===== src/rtl/pfm_pkg.sv =====
// Purpose: shared constants and carrier types for the pin function priority mux
// Assumes: thirteen shared port pins, five function ranks per pin (port plus four alternates)
// Notes: pin index 0..7 is port B line 0..7, pin index 8..12 is port A line 0..4

package pfm_pkg;

    // ==========================================================
    // sizes
    localparam int NPIN = 13;
    localparam int NRANK = 5;

    // ==========================================================
    // pin indices
    localparam int PIN_PORT_B_LINE0 = 0;
    localparam int PIN_PORT_B_LINE3 = 3;
    localparam int PIN_PORT_B_LINE4 = 4;
    localparam int PIN_PORT_B_LINE5 = 5;
    localparam int PIN_PORT_B_LINE6 = 6;
    localparam int PIN_PORT_B_LINE7 = 7;
    localparam int PIN_PORT_A_LINE0 = 8;
    localparam int PIN_PORT_A_LINE1 = 9;
    localparam int PIN_PORT_A_LINE2 = 10;
    localparam int PIN_PORT_A_LINE3 = 11;
    localparam int PIN_PORT_A_LINE4 = 12;

    // ==========================================================
    // rank codes, lowest to highest
    localparam logic [2:0] RANK_PORT = 3'h0;
    localparam logic [2:0] RANK_ALT1 = 3'h1;
    localparam logic [2:0] RANK_ALT2 = 3'h2;
    localparam logic [2:0] RANK_ALT3 = 3'h3;
    localparam logic [2:0] RANK_ALT4 = 3'h4;

    // two-wire bus signal slots
    localparam int TW_CLK = 0;
    localparam int TW_DATA = 1;

    // ==========================================================
    // which ranks exist on each pin, bit r = rank r; listed from pin 12 down to pin 0
    localparam logic [NPIN-1:0][NRANK-1:0] PIN_RANK_MASK = {
        5'h1d,  // port a line4: port, comparator out, debug serial, mode select
        5'h0f,  // port a line3: port, keypad, two-wire clock, analog
        5'h0f,  // port a line2: port, keypad, two-wire data, analog
        5'h1b,  // port a line1: port, keypad, analog, comparator minus
        5'h1f,  // port a line0: port, keypad, timer ch0, analog, comparator plus
        5'h0d,  // port b line7: port, two-wire clock, oscillator input
        5'h0d,  // port b line6: port, two-wire data, oscillator output
        5'h0d,  // port b line5: port, timer channel1, spi select
        5'h05,  // port b line4: port, miso
        5'h0f,  // port b line3: port, keypad 7, mosi, analog 7
        5'h0f,  // port b line2: port, keypad 6, serial peripheral clock, analog 6
        5'h0f,  // port b line1: port, keypad 5, transmit data, analog 5
        5'h0f   // port b line0: port, keypad 4, receive data, analog 4
    };

    // ==========================================================
    // reset values
    localparam logic TW_SEL_RST = 1'b0;
    localparam logic [2:0] OWNER_RST = 3'h0;

    // ==========================================================
    // one function's claim on a pin
    typedef struct packed {
        logic en;      // function enabled on this pin
        logic oe;      // function wants to drive the pin
        logic dout;    // level it drives
        logic analog;  // analog use of the pin
    } pfm_req_s;

endpackage


===== src/rtl/pfm_pin_cell.sv =====
// Purpose: combinational ownership and pad control for one shared pin
// Assumes: rank 0 is the port function and always present
// Notes: outputs are registered by the instantiating module

`timescale 1ns/1ps

module pfm_pin_cell
    import pfm_pkg::*;
(
    // claims and configuration
    input wire pfm_req_s [NRANK-1:0] req,
    input wire logic [NRANK-1:0] rank_mask,
    input wire logic slew_bit,
    input wire logic drive_bit,
    input wire logic pull_bit,
    // synchronised pad level
    input wire logic pad_in_s,
    // results
    output logic [2:0] owner,
    output logic pad_oe,
    output logic pad_out,
    output logic slew_on,
    output logic drive_hi,
    output logic pull_on,
    output logic [NRANK-1:0] din,
    output logic [NRANK-1:0] access
);

    // ==========================================================
    // priority pick
    // highest enabled rank wins
    function automatic logic [2:0] pick_owner(input logic [NRANK-1:0] en);
        logic [2:0] w;
        w = RANK_PORT;
        for (int r = 0; r < NRANK; r++) begin
            if (en[r]) begin
                w = 3'(r);
            end
        end
        return w;
    endfunction

    logic [NRANK-1:0] en;
    logic own_analog;
    logic any_analog;

    // effective enables; the port function is always a candidate
    always_comb begin
        for (int r = 0; r < NRANK; r++) begin
            en[r] = req[r].en & rank_mask[r];
        end
        en[0] = rank_mask[0];
    end

    // ==========================================================
    // pad control
    always_comb begin
        owner = pick_owner(en);
        own_analog = req[owner].analog;
        any_analog = 1'b0;
        for (int r = 0; r < NRANK; r++) begin
            any_analog = any_analog | (en[r] & req[r].analog);
        end
        // analog owners never drive the digital pad
        pad_oe = req[owner].oe & ~own_analog;
        pad_out = req[owner].dout & pad_oe;
        slew_on = slew_bit & pad_oe;
        drive_hi = drive_bit & pad_oe;
        // pullup never depends on port data or direction registers directly
        pull_on = pull_bit & ~pad_oe & ~any_analog;
    end

    // ==========================================================
    // what each function sees
    // every enabled digital function samples the pad, so a lower-ranked one can see
    // edges made by the owner; gating this would hide real pin activity
    always_comb begin
        for (int r = 0; r < NRANK; r++) begin
            din[r] = en[r] & ~req[r].analog & pad_in_s;
            // analog users share the pin with each other rather than exclude
            access[r] = en[r] & ((owner == 3'(r)) | (req[r].analog & own_analog));
        end
    end

endmodule // pfm_pin_cell


===== src/rtl/pfm_pin_mux.sv =====
// Purpose: per-pin drive, slew, pullup and function-sharing control for the port pins
// Assumes: peripherals and port logic run on clk; pad inputs are asynchronous
// Notes: every output is registered; pad input to function data takes three edges

`timescale 1ns/1ps

// Functional notes
// - per-pin slew limit bit limits driven outputs
// - slew bit ignored while pin is input
// - per-pin drive bit selects strong drive
// - highest enabled rank owns the pin
// - port a line4 ranks port, comparator, debug, mode
// - port b lines 7,6: port, two-wire, oscillator
// - b5 port, timer, select; b4 port, miso
// - b3..b0 port, keypad, serial, analog highest
// - a3,a2 port, keypad, two-wire, analog
// - select bit moves two-wire pins, resets to a3/a2
// - comparator and converter both reach shared pin
// - lower functions may see edges from owner
// - pin controls independent of port data registers
// - pullup off when driven or analog owned
module pfm_pin_mux
    import pfm_pkg::*;
(
    // clock and reset
    input wire logic clk,
    input wire logic rst,
    // per-pin configuration bits
    input wire logic [NPIN-1:0] slew_limit_enable_bits,
    input wire logic [NPIN-1:0] high_drive_select_bits,
    input wire logic [NPIN-1:0] pullup_enable_bits,
    // two-wire pin select from the second system options register
    input wire logic two_wire_pin_select,
    // function claims, per pin and rank; rank 2 on the two-wire pins is taken from tw_req
    input wire pfm_req_s [NPIN-1:0][NRANK-1:0] fn_req,
    input wire pfm_req_s [1:0] tw_req,
    // pads
    input wire logic [NPIN-1:0] pad_in,
    output logic [NPIN-1:0] pad_out_q,
    output logic [NPIN-1:0] pad_oe_q,
    output logic [NPIN-1:0] slew_on_q,
    output logic [NPIN-1:0] drive_hi_q,
    output logic [NPIN-1:0] pullup_on_q,
    // ownership and per-function views
    output logic [NPIN-1:0][2:0] owner_q,
    output logic [NPIN-1:0][NRANK-1:0] fn_din_q,
    output logic [NPIN-1:0][NRANK-1:0] fn_access_q,
    output logic [1:0] tw_din_q,
    output logic tw_sel_q
);

    // ==========================================================
    // pad input synchroniser
    logic [NPIN-1:0] pad_meta_q;
    logic [NPIN-1:0] pad_sync_q;

    // two stages; only the second is read by the mux
    always_ff @(posedge clk) begin
        if (rst) begin
            pad_meta_q <= '0;
            pad_sync_q <= '0;
        end else begin
            pad_meta_q <= pad_in;
            pad_sync_q <= pad_meta_q;
        end
    end

    // ==========================================================
    // two-wire placement
    // held in a flop so the pins sit on a3/a2 from reset until software moves them
    always_ff @(posedge clk) begin
        if (rst) begin
            tw_sel_q <= TW_SEL_RST;
        end else begin
            tw_sel_q <= two_wire_pin_select;
        end
    end

    // ==========================================================
    // effective claim table
    pfm_req_s [NPIN-1:0][NRANK-1:0] fn_req_eff;

    // the unselected pin pair loses its two-wire rank entirely, so no stale claim stays
    always_comb begin
        fn_req_eff = fn_req;
        fn_req_eff[PIN_PORT_A_LINE3][RANK_ALT2] = tw_sel_q ? '0 : tw_req[TW_CLK];
        fn_req_eff[PIN_PORT_A_LINE2][RANK_ALT2] = tw_sel_q ? '0 : tw_req[TW_DATA];
        fn_req_eff[PIN_PORT_B_LINE7][RANK_ALT2] = tw_sel_q ? tw_req[TW_CLK] : '0;
        fn_req_eff[PIN_PORT_B_LINE6][RANK_ALT2] = tw_sel_q ? tw_req[TW_DATA] : '0;
    end

    // ==========================================================
    // per-pin cells
    logic [NPIN-1:0][2:0] owner_c;
    logic [NPIN-1:0] pad_oe_c;
    logic [NPIN-1:0] pad_out_c;
    logic [NPIN-1:0] slew_c;
    logic [NPIN-1:0] drive_c;
    logic [NPIN-1:0] pull_c;
    logic [NPIN-1:0][NRANK-1:0] din_c;
    logic [NPIN-1:0][NRANK-1:0] access_c;

    // rank layout per pin comes from the mask table
    generate
        for (genvar p = 0; p < NPIN; p++) begin : g_pin
            pfm_pin_cell u_cell (
                .req(fn_req_eff[p]),
                .rank_mask(PIN_RANK_MASK[p]),
                .slew_bit(slew_limit_enable_bits[p]),
                .drive_bit(high_drive_select_bits[p]),
                .pull_bit(pullup_enable_bits[p]),
                .pad_in_s(pad_sync_q[p]),
                .owner(owner_c[p]),
                .pad_oe(pad_oe_c[p]),
                .pad_out(pad_out_c[p]),
                .slew_on(slew_c[p]),
                .drive_hi(drive_c[p]),
                .pull_on(pull_c[p]),
                .din(din_c[p]),
                .access(access_c[p])
            );
        end
    endgenerate

    // ==========================================================
    // output registers
    // pad electrical controls
    always_ff @(posedge clk) begin
        if (rst) begin
            pad_out_q <= '0;
            pad_oe_q <= '0;
            slew_on_q <= '0;
            drive_hi_q <= '0;
            pullup_on_q <= '0;
        end else begin
            pad_out_q <= pad_out_c;
            pad_oe_q <= pad_oe_c;
            slew_on_q <= slew_c;
            drive_hi_q <= drive_c;
            pullup_on_q <= pull_c;
        end
    end

    // ownership and function views
    always_ff @(posedge clk) begin
        if (rst) begin
            owner_q <= {NPIN{OWNER_RST}};
            fn_din_q <= '0;
            fn_access_q <= '0;
        end else begin
            owner_q <= owner_c;
            fn_din_q <= din_c;
            fn_access_q <= access_c;
        end
    end

    // two-wire receive data follows the selected pair
    always_ff @(posedge clk) begin
        if (rst) begin
            tw_din_q <= '0;
        end else if (tw_sel_q) begin
            tw_din_q[TW_CLK] <= din_c[PIN_PORT_B_LINE7][RANK_ALT2];
            tw_din_q[TW_DATA] <= din_c[PIN_PORT_B_LINE6][RANK_ALT2];
        end else begin
            tw_din_q[TW_CLK] <= din_c[PIN_PORT_A_LINE3][RANK_ALT2];
            tw_din_q[TW_DATA] <= din_c[PIN_PORT_A_LINE2][RANK_ALT2];
        end
    end
endmodule // pfm_pin_mux


===== config.mk =====
export PLATFORM = sky130hd
export DESIGN_NAME = pfm_pin_mux
export DESIGN_NICKNAME = d
export VERILOG_FILES = /design/src/rtl/pfm_pkg.sv /design/src/rtl/pfm_pin_cell.sv /design/src/rtl/pfm_pin_mux.sv
export SDC_FILE = /design/constraint.sdc
export NUM_CORES = 1
export LEC_CHECK = 0
export ABC_AREA = 1
export BUFFER_PORTS_ARGS = -buffer_cell sky130_fd_sc_hd__buf_2
export CORE_AREA = 4 4 215 217
export DETAILED_ROUTE_END_ITERATION = 8
export DIE_AREA = 0 0 219 221
export PLACE_DENSITY_LB_ADDON = 0.12
export SETUP_SLACK_MARGIN = 0.05
export SKIP_LAST_GASP = 1
export SYNTH_ARGS = -nofsm -noshare
export SYNTH_HDL_FRONTEND = slang
export SYNTH_SLANG_ARGS = --single-unit

===== constraint.sdc =====
create_clock -name clk -period 2.08 [get_ports clk]
set_input_delay 0.416 -clock clk [delete_from_list [all_inputs] [get_ports clk]]
set_output_delay 0.416 -clock clk [all_outputs]
set_load 0.05 [all_outputs]

==> impl_metrics.csv <==
group,metric,value,unit
synth,ys_seq_area_share,53.6,%
die,rows,77,
power,powerDensity,914,nW/µm²
sta,fin_crit,1900,ps
worst_setup_path,start_kind,"flip-flop",
sta,period_share,91.6,%
worst_setup_path,cp.required,1660,ps
clock_network,clk_latency,540,ps
drt,top_layer_used,"met5",
drt,drt-met1-wl,12.2,mm
clock_network,cts_tree,"done",
synth,syn_inst,1015,
synth,ys_ff_latch,218,
grt,grt_pass1_wl,46.3,mm
final_layout,final_area,11700,µm²
synth,syn_area_per_cell,8.02,µm²
grt,antenna_found_initial,4,
final_layout,register_area,4360,µm²
synth,yosys_warnings,0,
clock_network,clockRootBuffer,"clkbuf_16",
sta,setup_violations,0,
die,initial_core_util,18.4,%
drt,final_antenna_net_count,0,
final_layout,multi_input_comb_area,2960,µm²
final_layout,final_core_util,26.4,%
power,ir_drop,491,µV
sta,clock_skew,18.2,ps
worst_setup_path,crit_path_max_fanout,6,
worst_setup_path,cp_slowest_cell,"dfxtp_1",
final_layout,drive_gt1_share,34.9,%
final_layout,areaGrowthSynthToFinish,43.3,%
die,io_pins,560,
sta,setup_tns,0,ps
place,globalplace.congestion,0.807,
power,finalPower,10.6,mW
worst_setup_path,crit_arrival,1490,ps
sta,slew_viol_final,0,
clock_network,cts_buffers,27,
drt,drcViolationCount,0,
sta,holdWs,52.2,ps
drt,routed_wl,30.8,mm
drt,wl_per_cell,14.9,µm
drt,wl_met2,14.6,mm
sta,rsz0062_at_grt,"no",
drt,route.met3.wl,3.11,mm
worst_setup_path,crit_chain,"buf_4 > buf_2",
place,dpl_worst_slack,257,ps
clock_network,cts.htree.levels,1,
grt,track_usage,11.9,%
status,status,"completed",
drt,drtIter0Drc,276,
drt,vias_per_cell,3.90,
final_layout,nFillCells,4997,
die,dieArea,48400,µm²
synth,mappedNetlistArea,8140,µm²
sta,setup_ws,176,ps
drt,via_count,8033,
place,portBuffers,417,
die,dieWidth,219,µm
grt,grt_pass1_vias,8206,
worst_setup_path,end_kind,"primary output",
worst_setup_path,crit_type,"flip-flop to primary output",
sta,fmax,0.525,GHz
worst_hold_path,hp-class,"input port to flip-flop",
power,p_leak,6.12,nW
grt,grt_overflow_total,0,
final_layout,fin_cells,2061,
clock_network,cts_sinks,218,
worst_setup_path,critPathMaxStageDelay,480,ps
clock_network,cts_max_path_buffers,3,
drt,firstDrtPassIters,4,
worst_setup_path,critical-path-top-delay-family,"flip-flops",
place,dp_hpwl,24.4,mm
worst_setup_path,cp_num_buf_inv,2,
die,core_region_area,44100,µm²
place,dpl-instance-area,10800,µm²
grt,grt_max_degree,64,
sta,hold_violations,0,
place,placed_cells,2011,
die,die_y,221,µm
run,cap_violations,0,
synth,ys_types,49,
final_layout,fin_nets,1772,
clock_network,clk_pin_slew,60,ps
[synthesized netlist by cell type, drive strengths merged]
master	n	area (µm²)
a22oi	4	30.0
nor4	5	31.3
nand3	48	250
o2111a	1	11.3
a21oi	58	294
a31oi	3	25.0
nand4	20	125
o221ai	2	17.5
clkbuf	13	48.8
buf	52	378
conb	1	3.75
a2111o	1	11.3
nand2	157	609
dfxtp	218	4360
o21a	2	15.0
a211oi	2	15.0
o31ai	1	7.51
o21ai	29	164
o2111ai	3	26.3
o211ai	3	27.5
nor3	34	175
and2	2	12.5
or2	12	77.6
nand3b	5	37.5
nor3b	1	7.51
o22ai	4	25.0
a221oi	2	17.5
nor2	181	739
a22o	1	8.76
o311ai	1	16.3
and3b	1	8.76
inv	148	556
[cells by family (layout without fill, tap and decap cells)]
| logic type | after synthesis | count (layout) | share of synthesized area (%) |
|---|---|---|---|
| simple gates | 466 | 466 | 25.5 |
| flops | 218 | 218 | 53.6 |
| buf+inv | 213 | 622 | 12.1 |
| compound gates | 117 | 117 | 8.75 |
| other cells | 1 | 46 | 0.0461 |
[path summary, 6_finish.rpt]
path	startpoint	endpoint	slack, ps	cells past startpoint
worst max-delay path	tw_sel_q	tw_sel_q	180	2
worst min-delay path	fn_req[132]	fn_din_q[33]	50	2
worst max register to register	tw_sel_q	slew_on_q[6]	460	8
worst min register to register	pad_meta_q[10]	pad_sync_q[10]	400	2
[layer usage]
layer	vias up	GRT usage [%]
met5	-	0
met4	8	3.47
met3	52	4.39
met2	311	21.0
met1	3669	13.4
li1	3993	-
[layout make-up]
cell class              count  area share [%]
flip-flops and latches    218            37.4
multi-input cells         628            25.4
repair buffers            426            18.8
clock buffers              39            6.53
well taps                 592            6.35
inverters                 148            4.77
clock inverters             9           0.687
diodes                      1          0.0215
[power by group]
part	switching, mW	internal [mW]	leakage [nW]
Clock	1.82	2.65	0.413
Combinational	1.33	0.456	3.92
Sequential	0.0439	4.35	1.79
[repair_timing]
item	in CTS	in global routing
resized for setup	0	0
hold buffers	1	0
hold endpoints to repair	1	0
buffers inserted	0	0
[placed cells by master, fill, tap and decap left out, drive strengths merged, types with 2 or more instances in the layout]
cell type    n
o22ai        4
a21oi       58
clkbuf      39
nor2       181
a31oi        3
and2         2
buf        425
nor4         5
o21a         2
o21ai       29
o2111ai      3
or2         12
nand3       48
nand4       20
a211oi       2
a22oi        4
inv        149
dfxtp      218
o221ai       2
nor3        34
conb        45
nand2      157
o211ai       3
clkinv       6
a221oi       2
nand3b       5
[registers in the layout (all words and copies together) (netlist names)]
register	flops
fn_access_q	48
fn_din_q	48
owner_q	28
drive_hi_q	13
pad_meta_q	13
pad_oe_q	13
pad_out_q	13
pad_sync_q	13
pullup_on_q	13
slew_on_q	13
tw_din_q	2
tw_sel_q	1
Note: power is estimated with default switching activity, not from simulation.
